### config.mk
export PLATFORM = sky130hd
export DESIGN_NAME = rsf_reset_source
export DESIGN_NICKNAME = d
export VERILOG_FILES = /design/src/rsf_pkg.sv /design/src/rsf_reset_source.sv /design/src/rsf_clock_loss.sv
export SDC_FILE = /design/constraint.sdc
export NUM_CORES = 1
export LEC_CHECK = 0
export BUFFER_PORTS_ARGS = -buffer_cell sky130_fd_sc_hd__buf_4
export CAP_MARGIN = 30
export CORE_MARGIN = 2
export CORE_UTILIZATION = 28
export CTS_CLUSTER_DIAMETER = 60
export CTS_CLUSTER_SIZE = 40
export DETAILED_ROUTE_END_ITERATION = 10
export PLACE_DENSITY_LB_ADDON = 0.2
export SYNTH_ARGS = -nofsm -noshare
export SYNTH_HDL_FRONTEND = slang
export SYNTH_SLANG_ARGS = --single-unit
### constraint.sdc
create_clock -name clk -period 2.2 [get_ports clk]
set_clock_uncertainty 0.05 [all_clocks]
set_input_delay 0.11 -clock clk [delete_from_list [all_inputs] [get_ports clk]]
set_output_delay 0.11 -clock clk [all_outputs]
set_load 0.02 [all_outputs]
### src/rsf_pkg.sv
// constants shared by the reset-source register block
// assumes a 10 MHz system clock and an 8-bit special-function register port
package rsf_pkg;
    // register location
    localparam logic [7:0] RSF_ADDR = 8'hef;
    localparam logic [7:0] RSF_PAGE = 8'h00;
    // bit positions
    localparam int RSF_BIT_RTC = 7;
    localparam int RSF_BIT_FLASH = 6;
    localparam int RSF_BIT_CMP = 5;
    localparam int RSF_BIT_SOFT = 4;
    localparam int RSF_BIT_WDT = 3;
    localparam int RSF_BIT_MCD = 2;
    localparam int RSF_BIT_POR = 1;
    localparam int RSF_BIT_PIN = 0;
    // values after power-on
    localparam logic [7:0] RSF_FLAGS_POR = 8'h02;
    localparam logic RSF_EN_RTC_RST = 1'b0;
    localparam logic RSF_EN_CMP_RST = 1'b0;
    localparam logic RSF_EN_MCD_RST = 1'b0;
    localparam logic RSF_EN_VDD_RST = 1'b1;
    // timing
    localparam int RSF_CLK_PERIOD_NS = 100;
    localparam int RSF_MCD_TIMEOUT_US = 100;
    localparam int RSF_MCD_CYCLES = (RSF_MCD_TIMEOUT_US * 1000) / RSF_CLK_PERIOD_NS;
    localparam logic [9:0] RSF_MCD_LAST = 10'(RSF_MCD_CYCLES - 1);
    localparam logic [2:0] RSF_HOLD_LAST = 3'h4;
    // reset request state
    typedef enum logic [0:0]
    {
        RSF_ST_RUN = 1'b0,
        RSF_ST_RESET = 1'b1
    } rsf_state_t;
endpackage

### src/rsf_reset_source.sv
// reset-source register: records the last reset cause, holds source enables, forces resets
// assumes rst_n is the power-on reset and sys_reset_req feeds the chip reset tree
// What this block and the software using it do
// RULE_01 - bit 7 write enables clock reset source; read shows clock caused last reset
// RULE_02 - bit 6 read-only flag set when a flash access fault caused reset
// RULE_03 - bit 5 write enables comparator reset; read shows comparator caused reset
// RULE_04 - writing 1 to bit 4 forces reset; bit 4 then reads 1
// RULE_05 - bit 3 read-only flag set when watchdog overflow caused reset
// RULE_06 - bit 2 enables clock-loss detector; reads 1 after its reset
// RULE_07 - bit 1 enables supply monitor; reads 1 after power-on or supply reset
// RULE_08 - bit 0 read-only flag set when the reset pin caused reset
// RULE_09 - software treats other bits as indeterminate when bit 1 reads 1
// RULE_10 - software waits for supply monitor to settle before writing bit 1
// RULE_11 - read-modify-write writes flag bits into the enables, disturbing others; reads here return the flags, not the enables
// RULE_12 - eight-bit register at address 0xef on page 0x0, reset value varies
// RULE_13 - clock-loss detector resets when clock stays stuck over 100 us
// RULE_14 - clock-loss and watchdog sources gated off in suspend and sleep
// RULE_15 - after each reset only the actual cause flag reads 1
module rsf_reset_source
    import rsf_pkg::*;
(
    // clock and reset
    input wire logic clk,
    input wire logic rst_n,
    // register port
    input wire logic [7:0] sfr_page,
    input wire logic [7:0] sfr_addr,
    input wire logic sfr_wr,
    input wire logic sfr_rd,
    input wire logic [7:0] sfr_wdata,
    output logic [7:0] sfr_rdata,
    // reset event inputs
    input wire logic por_event,
    input wire logic supply_fail,
    input wire logic rtc_event,
    input wire logic comp_event,
    input wire logic wdt_event,
    input wire logic flash_event,
    input wire logic pin_reset_n,
    input wire logic mon_clk,
    input wire logic low_power,
    // outputs
    output logic sys_reset_req,
    output logic supply_monitor_en
);
    rsf_state_t state;
    logic [7:0] flags;
    logic [7:0] next_cause;
    logic [2:0] hold;
    logic en_rtc;
    logic en_cmp;
    logic en_mcd;
    logic pin_sync_a;
    logic pin_sync_b;
    logic mcd_timeout;
    logic hit;
    logic soft_hit;

    assign hit = (sfr_page == RSF_PAGE) && (sfr_addr == RSF_ADDR); // RULE_12
    assign soft_hit = hit && sfr_wr && sfr_wdata[RSF_BIT_SOFT];

    rsf_clock_loss u_clock_loss
    (
        .clk(clk),
        .rst_n(rst_n),
        .mon_clk(mon_clk),
        .enable(en_mcd && !low_power), // RULE_14
        .timeout(mcd_timeout)
    );

    always_ff @(posedge clk or negedge rst_n)
    begin
        if (!rst_n)
        begin
            pin_sync_a <= 1'b1;
            pin_sync_b <= 1'b1;
        end
        else
        begin
            pin_sync_a <= pin_reset_n;
            pin_sync_b <= pin_sync_a;
        end
    end

    // one cause is chosen by priority so only one flag is recorded
    always_comb
    begin
        next_cause = 8'h00;
        if (por_event || (supply_fail && supply_monitor_en))
            next_cause[RSF_BIT_POR] = 1'b1; // RULE_07
        else if (!pin_sync_b)
            next_cause[RSF_BIT_PIN] = 1'b1; // RULE_08
        else if (mcd_timeout)
            next_cause[RSF_BIT_MCD] = 1'b1; // RULE_06
        else if (wdt_event && !low_power)
            next_cause[RSF_BIT_WDT] = 1'b1; // RULE_05 RULE_14
        else if (flash_event)
            next_cause[RSF_BIT_FLASH] = 1'b1; // RULE_02
        else if (comp_event && en_cmp)
            next_cause[RSF_BIT_CMP] = 1'b1; // RULE_03
        else if (rtc_event && en_rtc)
            next_cause[RSF_BIT_RTC] = 1'b1; // RULE_01
        else if (soft_hit)
            next_cause[RSF_BIT_SOFT] = 1'b1; // RULE_04
    end

    // reset request sequencing and cause capture
    always_ff @(posedge clk or negedge rst_n)
    begin
        if (!rst_n)
        begin
            state <= RSF_ST_RUN;
            flags <= RSF_FLAGS_POR;
            hold <= 3'h0;
            sys_reset_req <= 1'b0;
        end
        else
        begin
            case (state)
                RSF_ST_RUN:
                begin
                    if (next_cause != 8'h00)
                    begin
                        state <= RSF_ST_RESET;
                        flags <= next_cause; // RULE_15
                        hold <= 3'h0;
                        sys_reset_req <= 1'b1;
                    end
                end
                RSF_ST_RESET:
                begin
                    if (hold == RSF_HOLD_LAST && pin_sync_b)
                    begin
                        state <= RSF_ST_RUN;
                        sys_reset_req <= 1'b0;
                    end
                    else if (hold != RSF_HOLD_LAST)
                    begin
                        hold <= hold + 3'h1;
                    end
                end
                default:
                begin
                    state <= RSF_ST_RUN;
                    sys_reset_req <= 1'b0;
                end
            endcase
        end
    end

    // enables live apart from flags; reads return only flags, so read-modify-write writes flag bits into the enables
    always_ff @(posedge clk or negedge rst_n)
    begin
        if (!rst_n)
        begin
            en_rtc <= RSF_EN_RTC_RST;
            en_cmp <= RSF_EN_CMP_RST;
            en_mcd <= RSF_EN_MCD_RST;
            supply_monitor_en <= RSF_EN_VDD_RST;
        end
        else if (hit && sfr_wr && state == RSF_ST_RUN) // RULE_11
        begin
            en_rtc <= sfr_wdata[RSF_BIT_RTC]; // RULE_01
            en_cmp <= sfr_wdata[RSF_BIT_CMP]; // RULE_03
            en_mcd <= sfr_wdata[RSF_BIT_MCD]; // RULE_06
            supply_monitor_en <= sfr_wdata[RSF_BIT_POR]; // RULE_07
        end
    end

    // read path
    always_ff @(posedge clk or negedge rst_n)
    begin
        if (!rst_n)
            sfr_rdata <= 8'h00;
        else if (hit && sfr_rd)
            sfr_rdata <= flags; // RULE_12
        else
            sfr_rdata <= 8'h00;
    end

    property p_soft_force;
        @(posedge clk) disable iff (!rst_n)
        (state == RSF_ST_RUN && soft_hit && next_cause == 8'h10) |=> sys_reset_req && flags == 8'h10;
    endproperty
    a_soft_force: assert property (p_soft_force) // RULE_04
        else $error("software reset not forced or not flagged");

    property p_flags_hold;
        @(posedge clk) disable iff (!rst_n)
        (state == RSF_ST_RUN && next_cause == 8'h00) |=> $stable(flags);
    endproperty
    a_flags_hold: assert property (p_flags_hold) // RULE_02
        else $error("flag changed without a reset cause");

    property p_one_cause;
        @(posedge clk) disable iff (!rst_n)
        $onehot(flags);
    endproperty
    a_one_cause: assert property (p_one_cause) // RULE_15
        else $error("more than one cause flag set");

    property p_wdt_sleep;
        @(posedge clk) disable iff (!rst_n)
        (state == RSF_ST_RUN && low_power && wdt_event) |=> !(sys_reset_req && flags[RSF_BIT_WDT]);
    endproperty
    a_wdt_sleep: assert property (p_wdt_sleep) // RULE_14
        else $error("watchdog reset taken in low power");

    property p_cmp_enable;
        @(posedge clk) disable iff (!rst_n)
        (hit && sfr_wr && state == RSF_ST_RUN) |=> en_cmp == $past(sfr_wdata[RSF_BIT_CMP]);
    endproperty
    a_cmp_enable: assert property (p_cmp_enable) // RULE_03
        else $error("comparator enable not written");

    property p_read_back;
        @(posedge clk) disable iff (!rst_n)
        (hit && sfr_rd) |=> sfr_rdata == $past(flags);
    endproperty
    a_read_back: assert property (p_read_back) // RULE_12
        else $error("read data does not match flags");

    property p_hold_len;
        @(posedge clk) disable iff (!rst_n)
        $rose(sys_reset_req) |-> sys_reset_req [*5];
    endproperty
    a_hold_len: assert property (p_hold_len) // RULE_15
        else $error("reset request too short");

    property p_pin_flag;
        @(posedge clk) disable iff (!rst_n)
        (state == RSF_ST_RUN && !pin_sync_b && !por_event && !(supply_fail && supply_monitor_en))
        |=> flags == 8'h01;
    endproperty
    a_pin_flag: assert property (p_pin_flag) // RULE_08
        else $error("pin reset not flagged");

    property p_supply_gate;
        @(posedge clk) disable iff (!rst_n)
        (state == RSF_ST_RUN && supply_fail && supply_monitor_en) |=> flags == 8'h02 && sys_reset_req;
    endproperty
    a_supply_gate: assert property (p_supply_gate) // RULE_07
        else $error("supply reset not taken");
endmodule

### src/rsf_clock_loss.sv
// clock-loss detector: times out when the watched clock stops toggling
// assumes mon_clk is asynchronous to clk and toggles far faster than the timeout
module rsf_clock_loss
    import rsf_pkg::*;
(
    // clock and reset
    input wire logic clk,
    input wire logic rst_n,
    // watched clock and control
    input wire logic mon_clk,
    input wire logic enable,
    // result
    output logic timeout
);
    logic sync_a;
    logic sync_b;
    logic prev_b;
    logic [9:0] count;

    always_ff @(posedge clk or negedge rst_n)
    begin
        if (!rst_n)
        begin
            sync_a <= 1'b0;
            sync_b <= 1'b0;
            prev_b <= 1'b0;
        end
        else
        begin
            sync_a <= mon_clk;
            sync_b <= sync_a;
            prev_b <= sync_b;
        end
    end

    // stuck high or low past the timeout raises a one-cycle pulse
    always_ff @(posedge clk or negedge rst_n)
    begin
        if (!rst_n)
        begin
            count <= 10'h000;
            timeout <= 1'b0;
        end
        else if (!enable || (sync_b != prev_b))
        begin
            count <= 10'h000;
            timeout <= 1'b0;
        end
        else if (count == RSF_MCD_LAST) // RULE_13
        begin
            count <= 10'h000;
            timeout <= 1'b1;
        end
        else
        begin
            count <= count + 10'h001;
            timeout <= 1'b0;
        end
    end

    property p_mcd_off;
        @(posedge clk) disable iff (!rst_n)
        !enable |=> !timeout;
    endproperty
    a_mcd_off: assert property (p_mcd_off) // RULE_13
        else $error("clock-loss timeout while detector disabled");
endmodule

==> qor_table.md <==
| Parameter | This run |
|:---|:---|
| Status | finished, final reports clean |
| H-tree levels | 2 |
| Master of the slowest instance on the critical path | sky130_fd_sc_hd__dfstp_2 |
| Area enclosed by the die boundary | 0.00726 mm^2 |
| Horizontal extent of the die | 85.2 um |
| Ratio of total power to cell area | 772 mW/mm^2 |
| Number of global-route vias before repair | 1,281 |
| Maximum buffer depth of the clock tree | 2 |
| Fin crit share | 0.912 |
| Ratio of cells with drive above 1 in the final layout | 0.329 |
| Static power due to leakage | 1.12 nW |
| Count of input and output buffers | 43 |
| Average wire per cell in the routed design | 11.8 um |
| Core area | 0.00635 mm^2 |
| Area grow syn2layout | 29.9% |
| Number of distinct standard cells referenced by the synthesized netlist | 41 |
| Routed WL | 3460 um |
| Antenna violations before repair | 0 |
| Cell row count | 29 |
| I/O pin count | 47 |
| Fraction of registers with async set or reset after synthesis | 1.00 |
| Final routed DRC violation total | 0 |
| Highest clock rate | 0.498 GHz |
| Initial Utilization | 0.291 |
| Worst hold-check path type | input port to register |
| Worst supply voltage drop on vdd | 321 uV |
| Placed Area | 0.00224 mm^2 |
| Final critical path time including I/O delays and setup | 2010 ps |
| Count of TritonRoute iterations in the first routing pass | 4 |
| # nets final | 255 |
| Launching element type of the critical path | register |
| CP endpoint kind | register |
| Via density per instance | 4.46 |
| Number of vias in the routed layout | 1,306 |
| Number of buffers inserted to repair setup after CTS | 0 |
| Crit path required time | 2320 ps |
| Cell type contributing the most total cell area after synthesis | sky130_fd_sc_hd__dfrtp_1 |
| Max-slew violation total from the final report | 0 |
| WS Path Type | register to register |
| Data arrival time at the worst-slack endpoint | 2130 ps |
| Overall global routing resource usage | 0.101 |
| Hold slack final | 10.8 ps |
| Number of nets in the synthesized netlist | 203 |
| Fin. Hold Viols | 0 |
| Vertical die dimension | 85.2 um |
| Top cells by area in the synthesized netlist | sky130_fd_sc_hd__dfrtp_1 (50%), sky130_fd_sc_hd__dfstp_2 (5.7%), sky130_fd_sc_hd__nor2_1 (3.5%) |
| Clock insertion delay at the later pin of the skew report | 280 ps |
| Antenna Cells | 0 |
| Number of synthesized flops with an enable pin | 0 |
| Clock tree root buffer cell | sky130_fd_sc_hd__clkbuf_8 |
| Pin count of the biggest net entering global routing | 42 |
| Grt ovf | 0 |
| Pin slew with the least headroom to its limit | 546 ps |
| Crit-path cells | nand2b_2 -> nor4b_4 -> a21oi_2 -> or2_1 -> mux2_4 |
| Synthesis warning total | 0 |
| Predominant post-synthesis flop cell | sky130_fd_sc_hd__dfrtp_1 |
| Number of nets still failing antenna checks after routing | 0 |
| Weighted congestion at the end of routability-driven global placement | 0.728 |
| RSZ-0062 raised after global routing | no |
| Synthesized flop and latch total | 41 |
| Slew HR | 0.636 |
| Initial DRC count | 33 |
| Most instantiated library cell after synthesis | sky130_fd_sc_hd__dfrtp_1 |
| Design area | 0.00240 mm^2 |
| Largest stage delay on the critical path | 590 ps |
| Clock transition at the registers of the reported paths | 80 ps |
| Most instantiated cells after synthesis | sky130_fd_sc_hd__dfrtp_1 (37), sky130_fd_sc_hd__nor2_1 (17), sky130_fd_sc_hd__nand2_1 (15) |
| # clock sinks | 41 |
| Setup total negative slack | 0 ps |
| # Max-Cap Violations | 0 |
| Average size of a mapped cell | 11.3 um^2 |
| Post-synthesis instance area | 0.00185 mm^2 |
| Total setup violations reported at the end of the flow | 0 |
| Number of cells produced by synthesis | 163 |
| Number of buffers created by CTS | 5 |
| Area share of the largest cell type after synthesis | 0.502 |
| Worst-path maximum fanout | 6 |
| Clock tree from TritonCTS | yes |
| Seq/Total Area, Yosys | 0.559 |
| Global-route wire length before repair | 5900 um |
| DPL Wire Length | 2590 um |
-- metal layers --
metal / wire length [um] / global-route usage / share of wire / vias to the layer above
li1: - / - / - / 659
met1: 1630 / 0.131 / 0.47 / 614
met2: 1660 / 0.168 / 0.48 / 31
met3: 153 / 0.0302 / 0.044 / 2
met4: 15 / 0.0216 / 0.0043 / 0
met5: 0 / 0 / 0 / -
-- flip-flops by register name, summed over array words and instances, names as in the netlist, 3 cells and up --
register            flops
sfr_rdata               8
hold                    3
flags                   8
u_clock_loss.count     10
-- cell usage in the layout (no fill, tap or decap), types with 2 or more instances in the layout --
cell type and instances:
sky130_fd_sc_hd__buf_4 44, sky130_fd_sc_hd__dfstp_2 4, sky130_fd_sc_hd__inv_1 7, sky130_fd_sc_hd__nand4_1 3, sky130_fd_sc_hd__nand3_1 6, sky130_fd_sc_hd__ha_1 3, sky130_fd_sc_hd__o21ai_0 3, sky130_fd_sc_hd__nor2_1 17
sky130_fd_sc_hd__dlygate4sd3_1 5, sky130_fd_sc_hd__nand2b_1 2, sky130_fd_sc_hd__mux2_4 4, sky130_fd_sc_hd__clkbuf_8 5, sky130_fd_sc_hd__o31ai_1 3, sky130_fd_sc_hd__and2_1 7, sky130_fd_sc_hd__nor4b_1 2, sky130_fd_sc_hd__nor3_1 7
sky130_fd_sc_hd__xor2_1 3, sky130_fd_sc_hd__a21oi_1 3, sky130_fd_sc_hd__and4b_1 3, sky130_fd_sc_hd__xnor2_1 7, sky130_fd_sc_hd__and3_1 2, sky130_fd_sc_hd__mux2_2 4, sky130_fd_sc_hd__dfrtp_1 37, sky130_fd_sc_hd__nand2_1 15
-- area by class of cell --
class	instances	area, um^2
Timing Repair Buffer	49	380
Clock inverter	2	35.0
Inverter	7	26.3
Tap cell	77	96.3
Clock buffer	6	72.6
Sequential cell	41	1030
Multi-Input combinational cell	111	756
Fill cell	624	3950
-- metrics by stage --
stage	utilization	setup slack (ps)	total power (W)	std cells
2_1_floorplan	-	297	0.00117	163
3_3_place_gp	0.353	218	0.00127	280
3_5_place_dp	0.353	193	0.00128	280
4_1_cts	0.378	187	0.00189	293
5_1_grt	0.378	91.9	0.00197	293
6_report	0.378	193	0.00185	293
-- where the power goes --
| part | internal (W) | switching, W | total, W |
|---|---|---|---|
| clock | 0.000337 | 0.000250 | 0.000587 |
| combinational | 0.000198 | 0.000159 | 0.000357 |
| sequential | 0.000842 | 0.0000645 | 0.000906 |
| total | 0.00138 | 0.000474 | 0.00185 |
-- worst paths after layout --
path	start	to	slack, ps	cells past startpoint
setup / recovery	pin_sync_b	flags[0]	190	5
hold / removal	sfr_wdata[5]	en_cmp	10	2
setup reg to reg	pin_sync_b	flags[0]	190	5
hold reg to reg	u_clock_loss.sync_a	u_clock_loss.sync_b	300	0
max in group asynchronous	rst_n	flags[1]	1430	2
min in group asynchronous	rst_n	sfr_rdata[7]	290	2
-- worst max-delay path: cells and delay by family (launching register included) --
kind	cells	cell delay, ps
compound gates	1	120
mux	1	330
flops	1	590
simple gates	3	820
-- cells by family after synthesis --
group                    synth area share
XOR/XNOR                           0.0475
AO/OA/AOI/OAI                      0.0576
flip-flops                          0.559
multiplexers                       0.0569
AND/OR/NAND/NOR                     0.227
adder cells (fa/ha/maj)            0.0203
buffers and inverters              0.0319
-- what timing repair did --
item / 4_1_cts / 5_1_grt
endpoints found under the hold margin: 41 / 0
gates resized for setup: 0 / 0
hold buffers: 5 / 0
No activity file was read; power rests on OpenSTA's default activity.
